--- config.mk ---
export PLATFORM = sky130hd
export DESIGN_NAME = spk_bias_regs
export DESIGN_NICKNAME = d
export VERILOG_FILES = /design/src/hw/spk_bias_pkg.sv /design/src/hw/gain_ramp.sv /design/src/hw/short_debounce.sv /design/src/hw/spk_bias_regs.sv
export SDC_FILE = /design/constraint.sdc
export NUM_CORES = 1
export LEC_CHECK = 0
export BUFFER_PORTS_ARGS = -buffer_cell sky130_fd_sc_hd__buf_2
export CORE_AREA = 2 2 129 106
export CTS_CLUSTER_SIZE = 16
export DETAILED_ROUTE_END_ITERATION = 10
export DIE_AREA = 0 0 131 108
export PLACE_DENSITY = 0.7
export SYNTH_ARGS = -nofsm -noshare
export SYNTH_HDL_FRONTEND = slang
export SYNTH_SLANG_ARGS = --single-unit
--- constraint.sdc ---
create_clock -name SYS_CLK -period 4.75 [get_ports SYS_CLK]
set_input_delay 0.95 -clock SYS_CLK [delete_from_list [all_inputs] [get_ports SYS_CLK]]
set_output_delay 0.95 -clock SYS_CLK [all_outputs]
set_load 0.005 [all_outputs]
--- src/hw/spk_bias_pkg.sv ---
// Register map, field layout and timing constants for the speaker/bias bank
package spk_bias_pkg;

  // Page selection and register addresses on the page
  localparam logic [7:0] PAGE_SEL_ADDR      = 8'h00;
  localparam logic [7:0] BANK_PAGE          = 8'h01;
  localparam logic [7:0] TIMER_PAGE         = 8'h03;
  localparam logic [7:0] TIMER_DIV_ADDR     = 8'h10;
  localparam logic [7:0] LEFT_SPK_ADDR      = 8'h2a;
  localparam logic [7:0] RIGHT_SPK_ADDR     = 8'h2b;
  localparam logic [7:0] PHONES_CTRL_ADDR   = 8'h2c;
  localparam logic [7:0] RESERVED_GAP_ADDR  = 8'h2d;
  localparam logic [7:0] MIC_BIAS_ADDR      = 8'h2e;

  // Writable masks; reserved bits and status bits never store
  localparam logic [7:0] SPK_WMASK          = 8'h1c;
  localparam logic [7:0] PHONES_WMASK       = 8'hfe;
  localparam logic [7:0] MIC_WMASK          = 8'h8b;

  // Reset values
  localparam logic [7:0] SPK_RESET          = 8'h00;
  localparam logic [7:0] PHONES_RESET       = 8'h00;
  localparam logic [7:0] MIC_RESET          = 8'h00;
  localparam logic [7:0] PAGE_RESET         = 8'h00;
  localparam logic [7:0] TIMER_DIV_RESET    = 8'h01;

  // Field positions
  localparam int SPK_GAIN_LSB   = 3;
  localparam int SPK_MUTE_BIT   = 2;
  localparam int SPK_DONE_BIT   = 0;
  localparam int DEB_LSB        = 5;
  localparam int DAC_PERF_LSB   = 3;
  localparam int LEFT_LO_BIT    = 2;
  localparam int RIGHT_LO_BIT   = 1;
  localparam int SWPD_BIT       = 7;
  localparam int HS_OVR_BIT     = 3;
  localparam int BIAS_LSB       = 0;
  localparam int TIMER_DIV_W    = 7;

  // Gain ramp: one output-stage step per interval
  localparam int GAIN_STEP_NS    = 100;
  localparam int CLK_PERIOD_NS   = 5;
  localparam int GAIN_STEP_CYC   = (GAIN_STEP_NS + CLK_PERIOD_NS - 1)
                                   / CLK_PERIOD_NS;

  // Debounce: eight ticks per interval, tick doubles per code
  localparam int DEB_TICKS       = 8;

  // Field codes
  typedef enum logic [1:0] {
    BIAS_OFF  = 2'b00,
    BIAS_2V0  = 2'b01,
    BIAS_2V5  = 2'b10,
    BIAS_RAIL = 2'b11
  } bias_level_t;

  localparam logic [1:0] DAC_PERF_RSVD = 2'b10;

endpackage : spk_bias_pkg

--- src/hw/gain_ramp.sv ---
// Steps an applied output-stage gain toward its programmed target
`timescale 1ns/1ps
`default_nettype none
module gain_ramp
  import spk_bias_pkg::*;
#(
  parameter int STEP_CYC = GAIN_STEP_CYC
) (
  // Clock and reset
  input  wire logic       clk,
  input  wire logic       rst,
  // Programmed target
  input  wire logic [1:0] target,
  // Applied gain and completion flag
  output logic      [1:0] applied,
  output logic            done
);

  initial begin
    if (STEP_CYC < 1) $error("STEP_CYC must be at least 1");
  end

  logic [15:0] cnt_reg;
  logic [15:0] cnt_next;
  logic [1:0]  gain_reg;
  logic [1:0]  gain_next;
  wire         at_target = (gain_reg == target);
  wire         tick      = (cnt_reg == 16'(STEP_CYC - 1));

  // Move one code per step so the stage never jumps abruptly
  assign cnt_next  = (at_target || tick) ? 16'h0000 : cnt_reg + 16'h0001;
  assign gain_next = (!at_target && tick)
                     ? ((gain_reg < target) ? gain_reg + 2'h1
                                            : gain_reg - 2'h1)
                     : gain_reg;

  // Step state; reset matches the register reset so done starts high
  always_ff @(posedge clk) begin
    if (rst) begin
      cnt_reg  <= 16'h0000;
      gain_reg <= 2'h0;
    end else begin
      cnt_reg  <= cnt_next;
      gain_reg <= gain_next;
    end
  end

  assign applied = gain_reg;
  assign done    = at_target;

endmodule : gain_ramp
`default_nettype wire

--- src/hw/short_debounce.sv ---
// Debounces headset short detection over eight ticks of a scaled clock
`timescale 1ns/1ps
`default_nettype none
module short_debounce
  import spk_bias_pkg::*;
#(
  parameter int OSC_DIV = 25
) (
  // Clock and reset
  input  wire logic       clk,
  input  wire logic       rst,
  // Timebase choice and source ticks
  input  wire logic       use_osc,
  input  wire logic       timer_tick,
  // Debounce code and raw detector
  input  wire logic [2:0] code,
  input  wire logic       short_raw,
  // Filtered result
  output logic            short_out
);

  initial begin
    if (OSC_DIV < 1) $error("OSC_DIV must be at least 1");
  end

  logic [7:0]  osc_cnt_reg;
  logic [8:0]  pre_reg;
  logic [3:0]  run_reg;
  logic        out_reg;
  wire         osc_tick   = (osc_cnt_reg == 8'(OSC_DIV - 1));
  wire         base_tick  = use_osc ? osc_tick : timer_tick;
  // Code n gives a tick every 2^(n-1) base ticks; code 0 bypasses
  wire  [8:0]  pre_limit  = (code == 3'h0) ? 9'h000
                            : 9'((9'h001 << (code - 3'h1)) - 9'h001);
  wire         deb_tick   = base_tick && (pre_reg == pre_limit);
  wire         agree      = (short_raw == out_reg);

  // Divider and eight-tick agreement window
  always_ff @(posedge clk) begin
    if (rst) begin
      osc_cnt_reg <= 8'h00;
      pre_reg     <= 9'h000;
      run_reg     <= 4'h0;
      out_reg     <= 1'b0;
    end else begin
      osc_cnt_reg <= osc_tick ? 8'h00 : osc_cnt_reg + 8'h01;
      // Prescaler restarts while idle so the first interval is full length
      if (agree || code == 3'h0)
        pre_reg <= 9'h000;
      else if (base_tick)
        pre_reg <= (pre_reg == pre_limit) ? 9'h000 : pre_reg + 9'h001;
      if (code == 3'h0) begin
        out_reg <= short_raw;
        run_reg <= 4'h0;
      end else if (agree) begin
        run_reg <= 4'h0;
      end else if (deb_tick) begin
        if (run_reg == 4'(DEB_TICKS - 1)) begin
          out_reg <= short_raw;
          run_reg <= 4'h0;
        end else begin
          run_reg <= run_reg + 4'h1;
        end
      end
    end
  end

  assign short_out = out_reg;

endmodule : short_debounce
`default_nettype wire

--- src/hw/spk_bias_regs.sv ---
// Speaker, phones and mic-bias control bank on page 1 of the control space
//
// Functional notes
// - Left gain codes give 6/12/18/24 dB
// - Right gain codes give 6/12/18/24 dB
// - Left mute bit 0 mutes, 1 plays
// - Right mute bit 0 mutes, 1 plays
// - Left done bit high when gain applied
// - Right done bit high when gain applied
// - Timer debounce 0 to 512 us
// - Oscillator debounce scales with oscillator rate
// - Debounce lasts eight debounce clock periods
// - DAC performance 00 default, 01/11 increased
// - Mode bits select phones or line-out
// - Top mic bit enables software power-down
// - Override bit powers bias without headset
// - Bias codes off, 2 V, 2.5 V, rail
// - Reset: muted, lowest gain, phones, bias off
// - Timer clock from page-3 divider register
`timescale 1ns/1ps
`default_nettype none
module spk_bias_regs
  import spk_bias_pkg::*;
#(
  parameter int STEP_CYC = GAIN_STEP_CYC,
  parameter int OSC_DIV  = 25,
  parameter int MCLK_W   = TIMER_DIV_W
) (
  // Clock and reset
  input  wire logic       SYS_CLK,
  input  wire logic       RESET,
  // Register port
  input  wire logic       WR_EN,
  input  wire logic       RD_EN,
  input  wire logic [7:0] ADDR,
  input  wire logic [7:0] WR_DATA,
  output logic      [7:0] RD_DATA,
  // Timer source and headset sensing
  input  wire logic       MCLK_TICK,
  input  wire logic       USE_OSC,
  input  wire logic       HEADSET_DETECT_EN,
  input  wire logic       HEADSET_PRESENT,
  input  wire logic       SHORT_RAW,
  // Left speaker controls
  output logic      [1:0] LEFT_SPEAKER_AMP_GAIN,
  output logic            LEFT_SPEAKER_AMP_EN,
  // Right speaker controls
  output logic      [1:0] RIGHT_SPEAKER_AMP_GAIN,
  output logic            RIGHT_SPEAKER_AMP_EN,
  // Phones and DAC controls
  output logic            LEFT_PHONES_AMP_LINEOUT,
  output logic            RIGHT_PHONES_AMP_LINEOUT,
  output logic            DAC_PERF_BOOST,
  output logic            SHORT_DETECTED,
  // Mic supply and power-down
  output logic      [1:0] MIC_SUPPLY_OUTPUT_LEVEL,
  output logic            SOFT_POWER_DOWN
);

  initial begin
    if (STEP_CYC < 1) $error("STEP_CYC must be at least 1");
    if (OSC_DIV < 1 || OSC_DIV > 255) $error("OSC_DIV out of range");
    if (MCLK_W < 1 || MCLK_W > 8) $error("MCLK_W out of range");
  end

  // Stored registers
  logic [7:0] page_reg;
  logic [7:0] left_spk_reg;
  logic [7:0] right_spk_reg;
  logic [7:0] phones_reg;
  logic [7:0] mic_reg;
  logic [7:0] timer_div_reg;
  logic [7:0] mclk_cnt_reg;
  logic       mclk_tick_reg;
  logic [7:0] rd_data_reg;
  logic [1:0] left_gain_reg;
  logic       left_en_reg;
  logic [1:0] right_gain_reg;
  logic       right_en_reg;
  logic       left_lo_reg;
  logic       right_lo_reg;
  logic       dac_boost_reg;
  logic       short_reg;
  logic [1:0] bias_reg;
  logic       swpd_reg;

  // Address decode; only the selected page reaches its registers
  wire on_bank   = (page_reg == BANK_PAGE);
  wire on_timer  = (page_reg == TIMER_PAGE);
  wire sel_page  = (ADDR == PAGE_SEL_ADDR);
  wire sel_left  = on_bank && (ADDR == LEFT_SPK_ADDR);
  wire sel_right = on_bank && (ADDR == RIGHT_SPK_ADDR);
  wire sel_phone = on_bank && (ADDR == PHONES_CTRL_ADDR);
  wire sel_mic   = on_bank && (ADDR == MIC_BIAS_ADDR);
  wire sel_tdiv  = on_timer && (ADDR == TIMER_DIV_ADDR);

  // Bank writes keep only defined bits; reserved gap is simply not stored
  wire [7:0] left_spk_next  = WR_DATA & SPK_WMASK;
  wire [7:0] right_spk_next = WR_DATA & SPK_WMASK;
  wire [7:0] phones_next    = WR_DATA & PHONES_WMASK;
  wire [7:0] mic_next       = WR_DATA & MIC_WMASK;

  // Reserved DAC code is refused so the mode never goes undefined
  wire [1:0] dac_code     = WR_DATA[DAC_PERF_LSB +: 2];
  wire       dac_code_bad = (dac_code == DAC_PERF_RSVD);

  // Gain ramps report the applied gain and completion
  wire [1:0] left_applied;
  wire [1:0] right_applied;
  wire       left_done;
  wire       right_done;

  gain_ramp #(
    .STEP_CYC (STEP_CYC)
  ) u_left_ramp (
    .clk     (SYS_CLK),
    .rst     (RESET),
    .target  (left_spk_reg[SPK_GAIN_LSB +: 2]),
    .applied (left_applied),
    .done    (left_done)
  );

  gain_ramp #(
    .STEP_CYC (STEP_CYC)
  ) u_right_ramp (
    .clk     (SYS_CLK),
    .rst     (RESET),
    .target  (right_spk_reg[SPK_GAIN_LSB +: 2]),
    .applied (right_applied),
    .done    (right_done)
  );

  // Timer tick from the divider register, one pulse per count
  wire [7:0] mclk_limit = timer_div_reg & 8'((1 << MCLK_W) - 1);
  wire       mclk_wrap  = MCLK_TICK &&
                          (mclk_cnt_reg + 8'h01 >= mclk_limit);

  wire deb_short;

  short_debounce #(
    .OSC_DIV (OSC_DIV)
  ) u_debounce (
    .clk        (SYS_CLK),
    .rst        (RESET),
    .use_osc    (USE_OSC),
    .timer_tick (mclk_tick_reg),
    .code       (phones_reg[DEB_LSB +: 3]),
    .short_raw  (SHORT_RAW),
    .short_out  (deb_short)
  );

  // Read mux; live status bits merge in, reads have no side effect
  wire [7:0] left_rd  = left_spk_reg
                        | {7'h00, left_done};
  wire [7:0] right_rd = right_spk_reg
                        | {7'h00, right_done};
  wire [7:0] rd_mux   = sel_page  ? page_reg      :
                        sel_left  ? left_rd       :
                        sel_right ? right_rd      :
                        sel_phone ? phones_reg    :
                        sel_mic   ? mic_reg       :
                        sel_tdiv  ? timer_div_reg : 8'h00;

  // Bias gated by headset presence unless overridden
  wire bias_allowed = mic_reg[HS_OVR_BIT] || !HEADSET_DETECT_EN
                      || HEADSET_PRESENT;
  wire [1:0] bias_code = bias_allowed ? mic_reg[BIAS_LSB +: 2]
                                      : BIAS_OFF;

  // Register writes
  always_ff @(posedge SYS_CLK) begin
    if (RESET) begin
      page_reg      <= PAGE_RESET;
      left_spk_reg  <= SPK_RESET;
      right_spk_reg <= SPK_RESET;
      phones_reg    <= PHONES_RESET;
      mic_reg       <= MIC_RESET;
      timer_div_reg <= TIMER_DIV_RESET;
    end else if (WR_EN) begin
      if (sel_page)
        page_reg <= WR_DATA;
      if (sel_left)
        left_spk_reg <= left_spk_next;
      if (sel_right)
        right_spk_reg <= right_spk_next;
      if (sel_phone && !dac_code_bad)
        phones_reg <= phones_next;
      if (sel_mic)
        mic_reg <= mic_next;
      if (sel_tdiv)
        timer_div_reg <= WR_DATA;
    end
  end

  // Timer divider counter
  always_ff @(posedge SYS_CLK) begin
    if (RESET) begin
      mclk_cnt_reg  <= 8'h00;
      mclk_tick_reg <= 1'b0;
    end else begin
      mclk_tick_reg <= mclk_wrap;
      if (mclk_wrap)
        mclk_cnt_reg <= 8'h00;
      else if (MCLK_TICK)
        mclk_cnt_reg <= mclk_cnt_reg + 8'h01;
    end
  end

  // Registered read data, held between reads
  always_ff @(posedge SYS_CLK) begin
    if (RESET)
      rd_data_reg <= 8'h00;
    else if (RD_EN)
      rd_data_reg <= rd_mux;
  end

  // Speaker outputs follow the applied gain, not the target
  always_ff @(posedge SYS_CLK) begin
    if (RESET) begin
      left_gain_reg  <= 2'h0;
      left_en_reg    <= 1'b0;
      right_gain_reg <= 2'h0;
      right_en_reg   <= 1'b0;
    end else begin
      left_gain_reg  <= left_applied;
      left_en_reg    <= left_spk_reg[SPK_MUTE_BIT];
      right_gain_reg <= right_applied;
      right_en_reg   <= right_spk_reg[SPK_MUTE_BIT];
    end
  end

  // Phones, DAC, bias and power-down outputs
  always_ff @(posedge SYS_CLK) begin
    if (RESET) begin
      left_lo_reg   <= 1'b0;
      right_lo_reg  <= 1'b0;
      dac_boost_reg <= 1'b0;
      short_reg     <= 1'b0;
      bias_reg      <= BIAS_OFF;
      swpd_reg      <= 1'b0;
    end else begin
      left_lo_reg   <= phones_reg[LEFT_LO_BIT];
      right_lo_reg  <= phones_reg[RIGHT_LO_BIT];
      dac_boost_reg <= phones_reg[DAC_PERF_LSB];
      short_reg     <= deb_short;
      bias_reg      <= bias_code;
      swpd_reg      <= mic_reg[SWPD_BIT];
    end
  end

  assign RD_DATA                  = rd_data_reg;
  assign LEFT_SPEAKER_AMP_GAIN    = left_gain_reg;
  assign LEFT_SPEAKER_AMP_EN      = left_en_reg;
  assign RIGHT_SPEAKER_AMP_GAIN   = right_gain_reg;
  assign RIGHT_SPEAKER_AMP_EN     = right_en_reg;
  assign LEFT_PHONES_AMP_LINEOUT  = left_lo_reg;
  assign RIGHT_PHONES_AMP_LINEOUT = right_lo_reg;
  assign DAC_PERF_BOOST           = dac_boost_reg;
  assign SHORT_DETECTED           = short_reg;
  assign MIC_SUPPLY_OUTPUT_LEVEL  = bias_reg;
  assign SOFT_POWER_DOWN          = swpd_reg;

endmodule : spk_bias_regs
`default_nettype wire

==> results.md <==
* Cells on worst reg2reg path at 8
* Final worst path period need at 3.172 ns
* I/O Pins at 46
* Worst Setup End Kind: flip-flop
* Worst Hold Class: reg2reg
* Clock sinks at 121
* First drt pass iteration count at 5
* ANT cells at 0
* Clk Tree Root Cell: clkbuf_16
* Critical-path cell list: or3b_2, ha_1, xor2_1, a32oi_1, xnor2_1, or4_1, o21ai_1, nor2_1
* DR iter-0 viols at 384
* Vias/cell at 5.428
* Total GRT Usage at 0.2008
* Die W at 131 um
* # hold bufs at CTS at 0
* Post-synth EDFFs at 0
* Pwr Total at 0.002474 W
* RSZ-0062 raised after global routing: no
* Status: completed
* Final setup viols at 0
* Yosys warns at 0
* Die height at 108 um
* Post_cts resized at 0
* Critical path origin: phones_reg[6]$_SDFFE_PP0P_
* P&R area growth vs syn at 17.56%
* Clock Skew at 0.01147 ns
* Max incr delay on CP at 0.63 ns
* WL final at 13,380 um
* Hold Startpoint: u_left_ramp.cnt_reg[0]$_SDFF_PP0_
* First-pass GRT wire length at 22,100 um
* Critical path type: reg2reg
* Worst slew pin tran at 1.331 ns
* Power per cell area at 373.8 nW/um2
* Largest net degree at the start of global routing at 36
* Sequential fraction of the synthesis area at 0.4303
* CTS H-tree lvls at 4
* Post-route cell area at 6618 um2
* Vias at 4,760
* Worst r2r src: phones_reg[6]$_SDFFE_PP0P_
* P_leak at 2.457 nW
* Max Cap Violations at 0
* Total Die Area at 14,150 um2
* CTS clk-pin slew, worst paths at 0.06 ns
* CTS Buf Count at 17
* Syn avg cell area at 8.700 um2
* Syn nets at 691
* Hpwl dp at 9338 um
* Place WS at 1.455 ns
* Gr ovfl total at 0
* Final Cycle Share at 0.6678
* Worst-Skew Late Latency at 0.42 ns
* Yosys cell types at 58
* Final max-slew violation count at 0
* CP Data Arrival Time at 3.45 ns
* Synthesized area at 5629 um2
* Post-CTS Setup Repair Bufs at 0
* RePlAce Congestion at 0.9526
* Fraction of registers with async set/reset at 0
* Worst Hold Depth at 1
* FF-to-FF setup slack at 1.58 ns
* Max transition margin at 0.1054
* Post-route setup slack at 1.578 ns
* Rows at 37
* WL/cell at 15.26 um
* Layout cells sized above 1 at 0.1225
* Synth Register Bits at 121
* Critical path launch point type: flip-flop
* Slowest CP cell: or4_1
* Fmax at 315.2 MHz
* Vias in the first global route at 4,505
* Setup tns final at 0 ns
* CP max FO at 11
* Max clock buf depth at 2
* DRC violations left at 0
* Most common flop cell mapped by yosys: dfxtp_1
* Min Hold Slack at 0.4636 ns
* Fin. Hold Viols at 0
* Crit path required time at 5.03 ns
* Core Footprint at 12,730 um2
* Initial antenna violation count at 1
* Placed cell area at 5993 um2
* Nets at 733
* Port Buffer Count at 45
* CTS tree: built
* Initial core utilization at 0.4422
* Routed Antenna Nets at 0
* Peak VDD IR at 333.4 uV
* Synthesized instance count at 647
==> final timing paths <==
kind                                                           end
worst max-delay path            u_debounce.pre_reg[2]$_SDFFE_PP0P_
worst min-delay path             u_left_ramp.cnt_reg[0]$_SDFF_PP0_
worst max register to register  u_debounce.pre_reg[2]$_SDFFE_PP0P_
worst min register to register   u_left_ramp.cnt_reg[0]$_SDFF_PP0_
==> kinds of logic after synthesis <==
| group | after synthesis | share of synthesized area |
|---|---|---|
| AOI/OAI and AO/OA | 79 | 0.09358 |
| and+or+nand+nor | 293 | 0.2578 |
| adders and majority gates | 19 | 0.04223 |
| DFF | 121 | 0.4303 |
| buffers and inverters | 46 | 0.03089 |
| muxes | 29 | 0.05179 |
| xor gates and xnor gates | 60 | 0.09336 |
==> Yosys cell counts, drive strengths merged, types with 7 or more instances <==
| master | number | area share |
|---|---|---|
| clkbuf | 20 | 0.013 |
| nor3 | 20 | 0.018 |
| inv | 22 | 0.015 |
| mux2i | 28 | 0.050 |
| nand3 | 32 | 0.028 |
| nand4 | 12 | 0.013 |
| xor2 | 33 | 0.051 |
| nor2b | 13 | 0.014 |
| nand2b | 9 | 0.010 |
| xnor2 | 27 | 0.042 |
| nor4 | 8 | 0.010 |
| ha | 19 | 0.042 |
| a211oi | 7 | 0.0093 |
| a21oi | 27 | 0.024 |
| dfxtp | 121 | 0.43 |
| o21ai | 14 | 0.012 |
| or3 | 10 | 0.011 |
| and3 | 11 | 0.012 |
| nand2 | 59 | 0.039 |
| nor2 | 93 | 0.062 |
==> report_power, final <==
group | leakage [nW] | total (W) | switching [W] | internal [W]
Sequential | 0.977 | 0.00103 | 0.00000590 | 0.00102
Combinational | 1.18 | 0.0000799 | 0.0000509 | 0.0000290
Clock | 0.302 | 0.00137 | 0.000513 | 0.000853
Total | 2.46 | 0.00247 | 0.000570 | 0.00190
==> critical path, delay by kind of cell (launching register included) <==
| family | cells | cell delay [ns] |
|---|---|---|
| xor+xnor | 2 | 0.23 |
| simple gates | 3 | 1.24 |
| compound gates | 2 | 0.79 |
| flops | 1 | 0.54 |
| fa+ha+maj | 1 | 0.23 |
==> cell usage in the layout, fill, tap and decap left out, types with 3 or more instances in the layout <==
cell type	n
nor2b_1	13
inv_1	22
xnor2_1	27
nor2_1	93
nor3_1	20
nand3_1	32
nor3b_1	3
bufinv_16	3
a221oi_1	4
inv_6	4
a211oi_1	7
dfxtp_1	121
nand3b_1	3
nand4_1	12
a31oi_1	4
a21oi_1	27
nor4b_1	3
nor4_1	7
xor2_1	33
o211ai_1	3
ha_1	19
o21ai_0	13
and3_1	11
clkbuf_16	17
or3_1	10
and2_1	4
or4_1	3
buf_2	45
nand2b_1	9
nand2_1	59
mux2i_1	28
==> through the flow <==
| step | instances | utilization |
|---|---|---|
| 6_report | 877 | 0.5198 |
| 5_1_grt | 877 | 0.5198 |
| 4_1_cts | 877 | 0.5198 |
| 3_5_place_dp | 845 | 0.4708 |
| 3_3_place_gp | 845 | 0.4708 |
| 2_1_floorplan | 647 | - |
==> routing by layer <==
layer,GRT usage,vias to the layer above,routed length (um)
met5,0,-,11
met4,0.06839,2,242
met3,0.05839,25,814
met2,0.3027,145,5959
met1,0.2755,2240,6354
li1,-,2348,-
==> final cells by class <==
type / instances / area, um2
Clock buffer: 18 / 439.2
Clock inverter: 14 / 185.2
Fill cell: 1172 / 6113
Inverter: 23 / 86.33
Multi-Input combinational cell: 480 / 3033
Sequential cell: 121 / 2422
Tap cell: 175 / 219.0
Timing Repair Buffer: 46 / 232.7
(Power assumes the default switching activity.)
